$ cat src/core/pep_pkg.sv
// Package for the positive energy pulse datapath: constants and carriers.
// Assumes a single 25 MHz system clock and a synchronous active-high reset.
package pep_pkg;
    localparam int SAMPLE_W      = 16;
    localparam int PROD_W        = 32;
    localparam int ACC_W         = 40;
    localparam int FIFO_DEPTH    = 4;
    localparam int CLK_HZ        = 25000000;
    localparam int OSC_HZ        = 450000;
    // Sample strobe period in clock cycles (oscillator rate emulated)
    localparam int SAMPLE_DIV    = CLK_HZ / OSC_HZ;
    localparam int HPF_SHIFT     = 10;
    localparam int LPF_SHIFT     = 12;
    localparam int PHASE_SHIFT   = 6;
    // Slow threshold exponent for code 00; each code step lowers it by one
    localparam int SLOW_EXP_BASE = 35;
    localparam int CAL_DIV_EXP   = 11;
    localparam int CAL_HALF_EXP  = 3;
    localparam int PULSE_CYC     = 16;

    typedef struct packed {
        logic signed [SAMPLE_W-1:0] cur;
        logic signed [SAMPLE_W-1:0] volt;
    } pep_sample_t;

    typedef enum logic [1:0] {
        PEP_INACTIVE = 2'b00,
        PEP_RUN      = 2'b01
    } pep_state_t;
endpackage : pep_pkg

$ cat src/core/pep_datapath.sv
// Energy datapath: current HPF, product, LPF, positive-only pulse outputs.
// Assumes converter words arrive on the system clock with a valid strobe;
// the rate pins and supply flag come from outside and are synchronised.
//
// Operation
// Take 16-bit current and voltage samples
// High-pass filter the current channel only
// Multiply filtered current by voltage sample
// Low-pass filter product to real power
// Accumulate only power above zero
// Slow pulses from long accumulation
// Calibration pulse from short accumulation
// Inactive while supply is low
// Delay voltage to match current phase
// Keep 7 kHz band at 450 kHz
// LPF and accumulation cancel line ripple
// Negative flag follows sign, updates with cal; code also updates it as soon as the pending sign differs
// No pulses while negative flag high
// Slow pulses are active low
// Rate code picks slow threshold exponent
// Emit pulse and subtract threshold; code also subtracts when a running pulse or negative sign blocks the pulse
// Low supply clears accumulators, idles outputs
module pep_datapath
    import pep_pkg::*;
(
    input  wire logic                SYS_CLK_I,
    input  wire logic                SYS_RST_I,
    input  wire logic [SAMPLE_W-1:0] CURRENT_CHANNEL_I,
    input  wire logic [SAMPLE_W-1:0] VOLTAGE_CHANNEL_I,
    input  wire logic                SAMPLE_VALID_I,
    output logic                     SAMPLE_READY_O,
    input  wire logic                RATE_SELECT_LO_I,
    input  wire logic                RATE_SELECT_HI_I,
    input  wire logic                CAL_RATE_SELECT_I,
    input  wire logic                SUPPLY_OK_I,
    output logic                     SLOW_PULSE_A_N_O,
    output logic                     SLOW_PULSE_B_N_O,
    output logic                     CAL_PULSE_OUT_O,
    output logic                     NEGATIVE_POWER_FLAG_O
);
    // Pin synchronisers; stage one feeds only stage two
    logic [3:0] sync1;
    logic [3:0] sync2;
    always_ff @(posedge SYS_CLK_I) begin
        if (SYS_RST_I) begin
            sync1 <= '0;
            sync2 <= '0;
        end else begin
            sync1 <= {SUPPLY_OK_I, CAL_RATE_SELECT_I,
                      RATE_SELECT_HI_I, RATE_SELECT_LO_I};
            sync2 <= sync1;
        end
    end
    logic [1:0] rate_code;
    logic       cal_sel;
    logic       supply_ok;
    assign rate_code = sync2[1:0];
    assign cal_sel   = sync2[2];
    assign supply_ok = sync2[3];

    // Input FIFO; drained once per oscillator tick, so it back-pressures
    pep_sample_t fifo_in;
    pep_sample_t fifo_out;
    logic        fifo_valid;
    logic        tick;
    assign fifo_in = '{cur: CURRENT_CHANNEL_I, volt: VOLTAGE_CHANNEL_I};
    pep_fifo #(.WIDTH(2*SAMPLE_W), .DEPTH(FIFO_DEPTH)) u_fifo (
        .clk_i       (SYS_CLK_I),
        .rst_i       (SYS_RST_I),
        .in_data_i   (fifo_in),
        .in_valid_i  (SAMPLE_VALID_I),
        .in_ready_o  (SAMPLE_READY_O),
        .out_data_o  (fifo_out),
        .out_valid_o (fifo_valid),
        .out_ready_i (tick)
    );

    pep_state_t state;
    pep_state_t next_state;
    logic [7:0] div_cnt;
    logic [7:0] next_div_cnt;
    logic       take;

    logic signed [SAMPLE_W+HPF_SHIFT-1:0] hpf_avg;
    logic signed [SAMPLE_W+HPF_SHIFT-1:0] next_hpf_avg;
    logic signed [SAMPLE_W-1:0]           hpf_out;
    logic signed [SAMPLE_W-1:0]           next_hpf_out;
    logic signed [SAMPLE_W-1:0]           volt_d;
    logic signed [SAMPLE_W-1:0]           next_volt_d;
    logic signed [PROD_W-1:0]             prod;
    logic signed [PROD_W-1:0]             next_prod;
    logic signed [PROD_W+LPF_SHIFT-1:0]   lpf;
    logic signed [PROD_W+LPF_SHIFT-1:0]   next_lpf;
    logic signed [PROD_W-1:0]             power;

    logic [ACC_W-1:0] slow_acc;
    logic [ACC_W-1:0] next_slow_acc;
    logic [ACC_W-1:0] cal_acc;
    logic [ACC_W-1:0] next_cal_acc;
    logic [ACC_W-1:0] slow_thr;
    logic [ACC_W-1:0] cal_thr;
    logic [4:0]       pw_cnt;
    logic [4:0]       next_pw_cnt;
    logic [4:0]       cw_cnt;
    logic [4:0]       next_cw_cnt;
    logic             phase_b;
    logic             next_phase_b;
    logic             slow_a;
    logic             next_slow_a;
    logic             slow_b;
    logic             next_slow_b;
    logic             cal_p;
    logic             next_cal_p;
    logic             neg;
    logic             next_neg;
    logic             neg_pend;
    logic             next_neg_pend;

    always_comb begin
        next_state   = supply_ok ? PEP_RUN : PEP_INACTIVE;
        next_div_cnt = (div_cnt == 8'(SAMPLE_DIV - 1)) ? 8'h00
                       : div_cnt + 8'h01;
        tick         = (div_cnt == 8'h00);
        take         = tick && fifo_valid;
    end

    // Filter chain: one step per oscillator tick, 450 kHz rate keeps 7 kHz
    always_comb begin
        logic signed [SAMPLE_W+HPF_SHIFT-1:0] cur_ext;
        logic signed [SAMPLE_W+HPF_SHIFT-1:0] avg_q;
        cur_ext      = {{HPF_SHIFT{fifo_out.cur[SAMPLE_W-1]}}, fifo_out.cur};
        avg_q        = hpf_avg >>> HPF_SHIFT;
        next_hpf_avg = hpf_avg;
        next_hpf_out = hpf_out;
        next_volt_d  = volt_d;
        next_prod    = prod;
        next_lpf     = lpf;
        if (take) begin
            // Running mean removes DC offset from current only
            next_hpf_avg = hpf_avg + cur_ext - avg_q;
            next_hpf_out = SAMPLE_W'(cur_ext - avg_q);
            // Voltage delayed one step to align with HPF output; crude
            // lead compensation, adequate below 1 kHz at this rate
            next_volt_d  = fifo_out.volt
                           - (fifo_out.volt >>> PHASE_SHIFT);
            next_prod    = hpf_out * volt_d;
            // One-pole LPF extracts the DC term, damps 2w ripple
            next_lpf     = lpf + (PROD_W+LPF_SHIFT)'(prod)
                           - (lpf >>> LPF_SHIFT);
        end
    end
    assign power = PROD_W'(lpf >>> LPF_SHIFT);

    // Thresholds: slow exponent shrinks by one per rate code step
    always_comb begin
        slow_thr = ACC_W'(1) << (SLOW_EXP_BASE - int'(rate_code));
        cal_thr  = cal_sel ? (slow_thr >> (CAL_DIV_EXP - CAL_HALF_EXP))
                           : (slow_thr >> CAL_DIV_EXP);
    end

    always_comb begin
        next_slow_acc = slow_acc;
        next_cal_acc  = cal_acc;
        next_phase_b  = phase_b;
        next_neg      = neg;
        next_neg_pend = neg_pend;
        next_pw_cnt   = (pw_cnt != 5'h00) ? pw_cnt - 5'h01 : 5'h00;
        next_cw_cnt   = (cw_cnt != 5'h00) ? cw_cnt - 5'h01 : 5'h00;
        next_slow_a   = slow_a;
        next_slow_b   = slow_b;
        next_cal_p    = cal_p;
        if (pw_cnt == 5'h01) begin
            next_slow_a = 1'b1;
            next_slow_b = 1'b1;
        end
        if (cw_cnt == 5'h01) begin
            next_cal_p = 1'b0;
        end
        if (take) begin
            next_neg_pend = power[PROD_W-1];
            if (!power[PROD_W-1] && !neg) begin
                next_slow_acc = slow_acc + ACC_W'(power);
                next_cal_acc  = cal_acc + ACC_W'(power);
            end
        end
        if (slow_acc >= slow_thr) begin
            next_slow_acc = next_slow_acc - slow_thr;
            // Pending sign also blocks, flag may rise this cycle
            if (!neg && !neg_pend && pw_cnt == 5'h00) begin
                // Alternate outputs so a stepper sees two phases
                next_slow_a  = phase_b;
                next_slow_b  = !phase_b;
                next_phase_b = !phase_b;
                next_pw_cnt  = 5'(PULSE_CYC);
            end
        end
        if (cal_acc >= cal_thr || neg != neg_pend) begin
            if (cal_acc >= cal_thr) begin
                next_cal_acc = next_cal_acc - cal_thr;
            end
            // Flag moves at a cal event or as soon as the pending sign differs, never latched
            next_neg = neg_pend;
            if (!neg_pend && cal_acc >= cal_thr && cw_cnt == 5'h00) begin
                next_cal_p  = 1'b1;
                next_cw_cnt = 5'(PULSE_CYC);
            end
        end
        if (state == PEP_INACTIVE) begin
            next_slow_acc = '0;
            next_cal_acc  = '0;
            next_slow_a   = 1'b1;
            next_slow_b   = 1'b1;
            next_cal_p    = 1'b0;
            next_neg      = 1'b0;
            next_neg_pend = 1'b0;
            next_pw_cnt   = 5'h00;
            next_cw_cnt   = 5'h00;
        end
    end

    always_ff @(posedge SYS_CLK_I) begin
        if (SYS_RST_I) begin
            state    <= PEP_INACTIVE;
            div_cnt  <= 8'h00;
            hpf_avg  <= '0;
            hpf_out  <= '0;
            volt_d   <= '0;
            prod     <= '0;
            lpf      <= '0;
            slow_acc <= '0;
            cal_acc  <= '0;
            pw_cnt   <= 5'h00;
            cw_cnt   <= 5'h00;
            phase_b  <= 1'b0;
            slow_a   <= 1'b1;
            slow_b   <= 1'b1;
            cal_p    <= 1'b0;
            neg      <= 1'b0;
            neg_pend <= 1'b0;
        end else begin
            state    <= next_state;
            div_cnt  <= next_div_cnt;
            hpf_avg  <= next_hpf_avg;
            hpf_out  <= next_hpf_out;
            volt_d   <= next_volt_d;
            prod     <= next_prod;
            lpf      <= next_lpf;
            slow_acc <= next_slow_acc;
            cal_acc  <= next_cal_acc;
            pw_cnt   <= next_pw_cnt;
            cw_cnt   <= next_cw_cnt;
            phase_b  <= next_phase_b;
            slow_a   <= next_slow_a;
            slow_b   <= next_slow_b;
            cal_p    <= next_cal_p;
            neg      <= next_neg;
            neg_pend <= next_neg_pend;
        end
    end

    assign SLOW_PULSE_A_N_O      = slow_a;
    assign SLOW_PULSE_B_N_O      = slow_b;
    assign CAL_PULSE_OUT_O       = cal_p;
    assign NEGATIVE_POWER_FLAG_O = neg;
endmodule // pep_datapath

$ cat src/core/pep_fifo.sv
// Small synchronous FIFO with valid/ready on both sides.
// Assumes one clock; reset is synchronous active high.
module pep_fifo #(
    parameter int WIDTH = 32,
    parameter int DEPTH = 4
) (
    input  wire logic             clk_i,
    input  wire logic             rst_i,
    input  wire logic [WIDTH-1:0] in_data_i,
    input  wire logic             in_valid_i,
    output logic                  in_ready_o,
    output logic      [WIDTH-1:0] out_data_o,
    output logic                  out_valid_o,
    input  wire logic             out_ready_i
);
    localparam int AW = $clog2(DEPTH);
    logic [WIDTH-1:0] mem [DEPTH];
    logic [AW-1:0]    wr_ptr;
    logic [AW-1:0]    rd_ptr;
    logic [AW:0]      count;
    logic [AW-1:0]    next_wr_ptr;
    logic [AW-1:0]    next_rd_ptr;
    logic [AW:0]      next_count;
    logic             push;
    logic             pop;
    logic             ready_q;
    logic             next_ready;

    // Registered so the ready pin comes from a flop
    assign in_ready_o  = ready_q;
    assign out_valid_o = (count != '0);
    assign out_data_o  = mem[rd_ptr];

    always_comb begin
        push        = in_valid_i && in_ready_o;
        pop         = out_valid_o && out_ready_i;
        next_wr_ptr = push ? wr_ptr + 1'b1 : wr_ptr;
        next_rd_ptr = pop ? rd_ptr + 1'b1 : rd_ptr;
        next_count  = count + (AW+1)'(push) - (AW+1)'(pop);
        next_ready  = (next_count != (AW+1)'(DEPTH));
    end

    always_ff @(posedge clk_i) begin
        if (rst_i) begin
            wr_ptr <= '0;
            rd_ptr <= '0;
            count  <= '0;
            ready_q <= 1'b1;
        end else begin
            wr_ptr <= next_wr_ptr;
            rd_ptr <= next_rd_ptr;
            count  <= next_count;
            ready_q <= next_ready;
        end
        if (push) begin
            mem[wr_ptr] <= in_data_i;
        end
    end
endmodule // pep_fifo

$ cat config.mk
export PLATFORM = sky130hd
export DESIGN_NAME = pep_datapath
export DESIGN_NICKNAME = d
export VERILOG_FILES = /design/src/core/pep_pkg.sv /design/src/core/pep_datapath.sv /design/src/core/pep_fifo.sv
export SDC_FILE = /design/constraint.sdc
export NUM_CORES = 2
export LEC_CHECK = 0
export BUFFER_PORTS_ARGS = -buffer_cell sky130_fd_sc_hd__buf_2
export CAP_MARGIN = 0
export CORE_MARGIN = 2
export CORE_UTILIZATION = 56
export DETAILED_ROUTE_END_ITERATION = 6
export GPL_TIMING_DRIVEN = 1
export PLACE_DENSITY = 0.82
export SLEW_MARGIN = 20
export SYNTH_ARGS = -nofsm -noshare
export SYNTH_HDL_FRONTEND = slang
export SYNTH_SLANG_ARGS = --single-unit
$ cat constraint.sdc
create_clock -name SYS_CLK_I -period 19.5 [get_ports SYS_CLK_I]
set_input_delay 2.925 -clock SYS_CLK_I [delete_from_list [all_inputs] [get_ports SYS_CLK_I]]
set_output_delay 2.925 -clock SYS_CLK_I [all_outputs]
set_load 0.01 [all_outputs]
==> summary.txt <==
Clocking
  – Clk buf depth: 3
  – CTS tree: done
  – Worst skew pair latency: 0.58 ns
  – Clk root buf: clkbuf_16
  – # resized after CTS: 0
  – Cts bufs inserted: 42
  – Hold Buf Count CTS: 0
  – CTS Sinks: 385
  – H-tree levels: 2
  – # Post-CTS Setup Buffers: 0
  – Worst-path clk slew: 0.06 ns

Synth
  – Post-synthesis mux area share: 2.33%
  – Share of the yosys chip area belonging to registers: 25.7%
  – Cells after Synth: 3955
  – Distinct cells, synth: 79
  – Number of synthesized register bits: 385
  – Synth top area share: 19.2%
  – Post-synthesis compound-gate area fraction: 14.2%
  – XOR/XNOR share of the synthesized area: 4.88%
  – Top cells by area, synth: fa_1 (19%), dfxtp_1 (15%), edfxtp_1 (11%), ha_1 (11%), inv_1 (6.5%)
  – Synth Area in Adders: 29.7%
  – Synth Warn #: 0
  – Synth area leader: fa_1
  – Largest family of logic cells by synthesized area: adder cells
  – Mapped Nets: 4625
  – Number of synthesized flops with an enable pin: 128
  – Syn Std Cell Area: 35000 µm²
  – Ys async rst share: 0%
  – Mean post-synth cell area: 8.85 µm²
  – Synth Flop Type: dfxtp_1
  – Post-synthesis simple-gate area fraction: 15.2%

Critical path
  – Worst Setup EP: prod[31]
  – Crit Path Class: reg -> reg
  – Worst Path Max Fanout: 17
  – FF-to-FF path depth: 22
  – R2r startpoint: hpf_out[9]
  – Crit path capture type: flip-flop
  – Slowest cell delay on critical path: 0.84 ns
  – Critical R2R Capture: prod[31]
  – Crit path launch: hpf_out[9]
  – Worst EP arrival: 7.44 ns
  – Crit path launch type: flip-flop
  – Critical-path cell list: nand2_1, fa_1, inv_1, fa_1, fa_1, fa_1, fa_1, inv_1, fa_1, inv_1, ha_1, a21oi_1, and2_1, o311a_1, o21ai_0, a41oi_1, a211o_1, o21bai_1, a21bo_2, a31oi_1, xnor2_1, a211oi_1
  – R2R Setup Slk: 12.54 ns
  – Worst path slowest cell: dfxtp_1
  – Worst path most repeated cell: fa_1
  – Data required, critical path: 19.98 ns

Cells and area
  – Share of layout cells above drive strength 1: 5.08%
  – Most frequent cells in the layout: inv_1 (609), nand2_1 (540), a21oi_1 (350)
  – N_diodes: 0
  – Commonest non-fill, non-tap cell in the layout: inv_1
  – Final net count: 4590
  – Final Util: 60.6%
  – Area growth from synthesis to layout: 6.81%
  – Final instance area: 37400 µm²

Timing
  – Setup skew after layout: 0.0189 ns
  – Tmin final: 6.96 ns
  – RSZ-0062 raised after global routing: no
  – Slew Limit Fails: 0
  – Final Setup Violations: 0
  – Worst slew margin: 35.4%
  – Max frequency: 0.144 GHz
  – Tcrit/Tclk final: 35.7%
  – Worst-Margin Slew: 0.970 ns
  – Setup TNS: 0 ns
  – WHS: 0.441 ns
  – Final hold viol count: 0

Power and ir drop
  – Final Power: 6.25 mW
  – Pint: 3.24 mW
  – Logic pwr share: 66.5%
  – Net switching power: 3.01 mW
  – Seq pwr share: 19.7%
  – Clk pwr share: 13.7%
  – Pleak: 17.0 nW
  – Worst VDD drop: 0.148 mV
  – Pwr Density: 167 nW/µm²
  – Sw frac: 48.1%

Detailed routing
  – First DRT Iteration DRCs: 1961
  – Total number of vias: 27.2k
  – DR vias/cell: 5.69
  – Antenna Nets Post-Route: 0
  – # DRC: 0
  – Routed wire length: 81.4 mm
  – DRT Pass-1 Iters: 6
  – WL/cell: 17.0 µm

Die
  – Core area: 61700 µm²
  – Die Height: 254 µm
  – Starting density of the core: 56.7%
  – I/O Pins: 44
  – Die X: 254 µm
  – Row count: 91
  – Total Die Area: 64500 µm²

Status
  – Status: finished, final reports clean

Worst hold path
  – Hold Path Class: reg -> reg
  – Hold Path Depth: 1

Placed design
  – Final Wtd Congestion: 0.946
  – Cell Area, Placed: 35900 µm²
  – Hpwl dp: 60.1 mm
  – Port Buffers: 43

Global route
  – Initial antenna violation count: 0
  – First-pass GRT wire length: 135 mm
  – Vias in the first global route: 27.2k
  – Tot GR Track Use: 26.0%
  – Grt ovf: 0
  – Pin count of the biggest net entering global routing: 86

Flow run
  – Total of max-cap violations: 0
[sequential cells by signal, indices dropped and copies added (netlist names), 2 cells and up, named ones only]
name and count:
div_cnt 8, sync2 4, cw_cnt 5, sync1 4, slow_acc 39, hpf_avg 26
u_fifo.count 3, u_fifo.wr_ptr 2, u_fifo.mem 128, lpf 44, u_fifo.rd_ptr 2, hpf_out 16
pw_cnt 5, volt_d 16, prod 32, cal_acc 39
[critical path, delay by kind of cell, from the launching register on]
| family | cells | cell delay (ns) |
|---|---|---|
| AOI/OAI and AO/OA | 9 | 1.97 |
| adders and majority gates | 7 | 3.43 |
| DFF | 1 | 0.84 |
| xor gates and xnor gates | 1 | 0.13 |
| and+or+nand+nor | 2 | 0.34 |
| buffers and inverters | 3 | 0.15 |
[per-layer routing]
layer  GRT usage, %  share of wire, %  vias to the layer above  routed length, µm
met4           11.6               4.4                        0               3610
met2           44.4                48                      956              39000
li1               -                 -                    13022                  -
met1           32.9                41                    13026              33400
met5              0                 0                        -                  0
met3           3.81               6.5                      242               5280
[metrics by stage]
step,std cells,setup WS (ns)
floorplan,3955,13.18
global placement,4713,12.78
detailed placement,4713,12.65
CTS,4790,12.62
global route,4790,12.18
finish,4790,12.54
[power groups by stage]
stage | clock network (mW) | logic, mW | registers [mW]
2_1_floorplan | 0 | 3.33 | 1.08
3_3_place_gp | 0 | 3.95 | 1.22
3_5_place_dp | 0 | 4.07 | 1.24
4_1_cts | 0.869 | 4.11 | 1.22
5_1_grt | 0.897 | 4.68 | 1.25
6_report | 0.858 | 4.15 | 1.23
[cells by family (layout without fill, tap and decap cells)]
family | count (synthesis) | count (layout)
AOI/OAI and AO/OA | 809 | 809
xor gates and xnor gates | 195 | 195
adders and majority gates | 631 | 631
buffers and inverters | 748 | 746
DFF | 385 | 385
muxes | 41 | 41
and+or+nand+nor | 1146 | 1146
[worst min path at each step]
stage	endpoint	start	slack (ns)
final	sync2[3]	sync1[3]	0.44
after floorplan	state[0]	sync2[3]	0.41
after global routing	sync2[3]	sync1[3]	0.46
after detailed placement	sync2[1]	sync1[1]	0.42
after CTS	sync2[1]	sync1[1]	0.44
after global placement	sync2[0]	sync1[0]	0.42
[layout make-up]
| class | instances | area, µm² |
|---|---|---|
| fill | 5133 | 24300 |
| multi-input combinational | 2822 | 23300 |
| sequential | 385 | 8990 |
| inverter | 611 | 2300 |
| clock buffer | 52 | 1150 |
| tap | 837 | 1050 |
| timing repair buffer | 58 | 330 |
| clock inverter | 25 | 325 |
[Yosys cell counts, types with 7 or more instances]
cell type  instances
a211o_1           13
a211oi_1          31
a21boi_0           7
a21o_1            90
a21oi_1          350
a31o_2            11
a31oi_1           23
and2_1           129
and3_1            22
buf_1             10
clkbuf_1         125
dfxtp_1          257
edfxtp_1         128
fa_1             335
ha_1             296
inv_1            609
mux4_2            32
nand2_1          541
nand2b_1          27
nand3_1           61
nand3b_1           8
nand4_1           23
nor2_1           189
nor2b_1           37
nor3_1            43
nor4_1            11
o211ai_1          18
o21a_1            34
o21ai_0          113
o21ai_1           23
o21bai_1          25
o31ai_1           11
or2_2              9
or3_1             19
xnor2_1          128
xor2_1            67
Power figures use the tool's default switching activity.
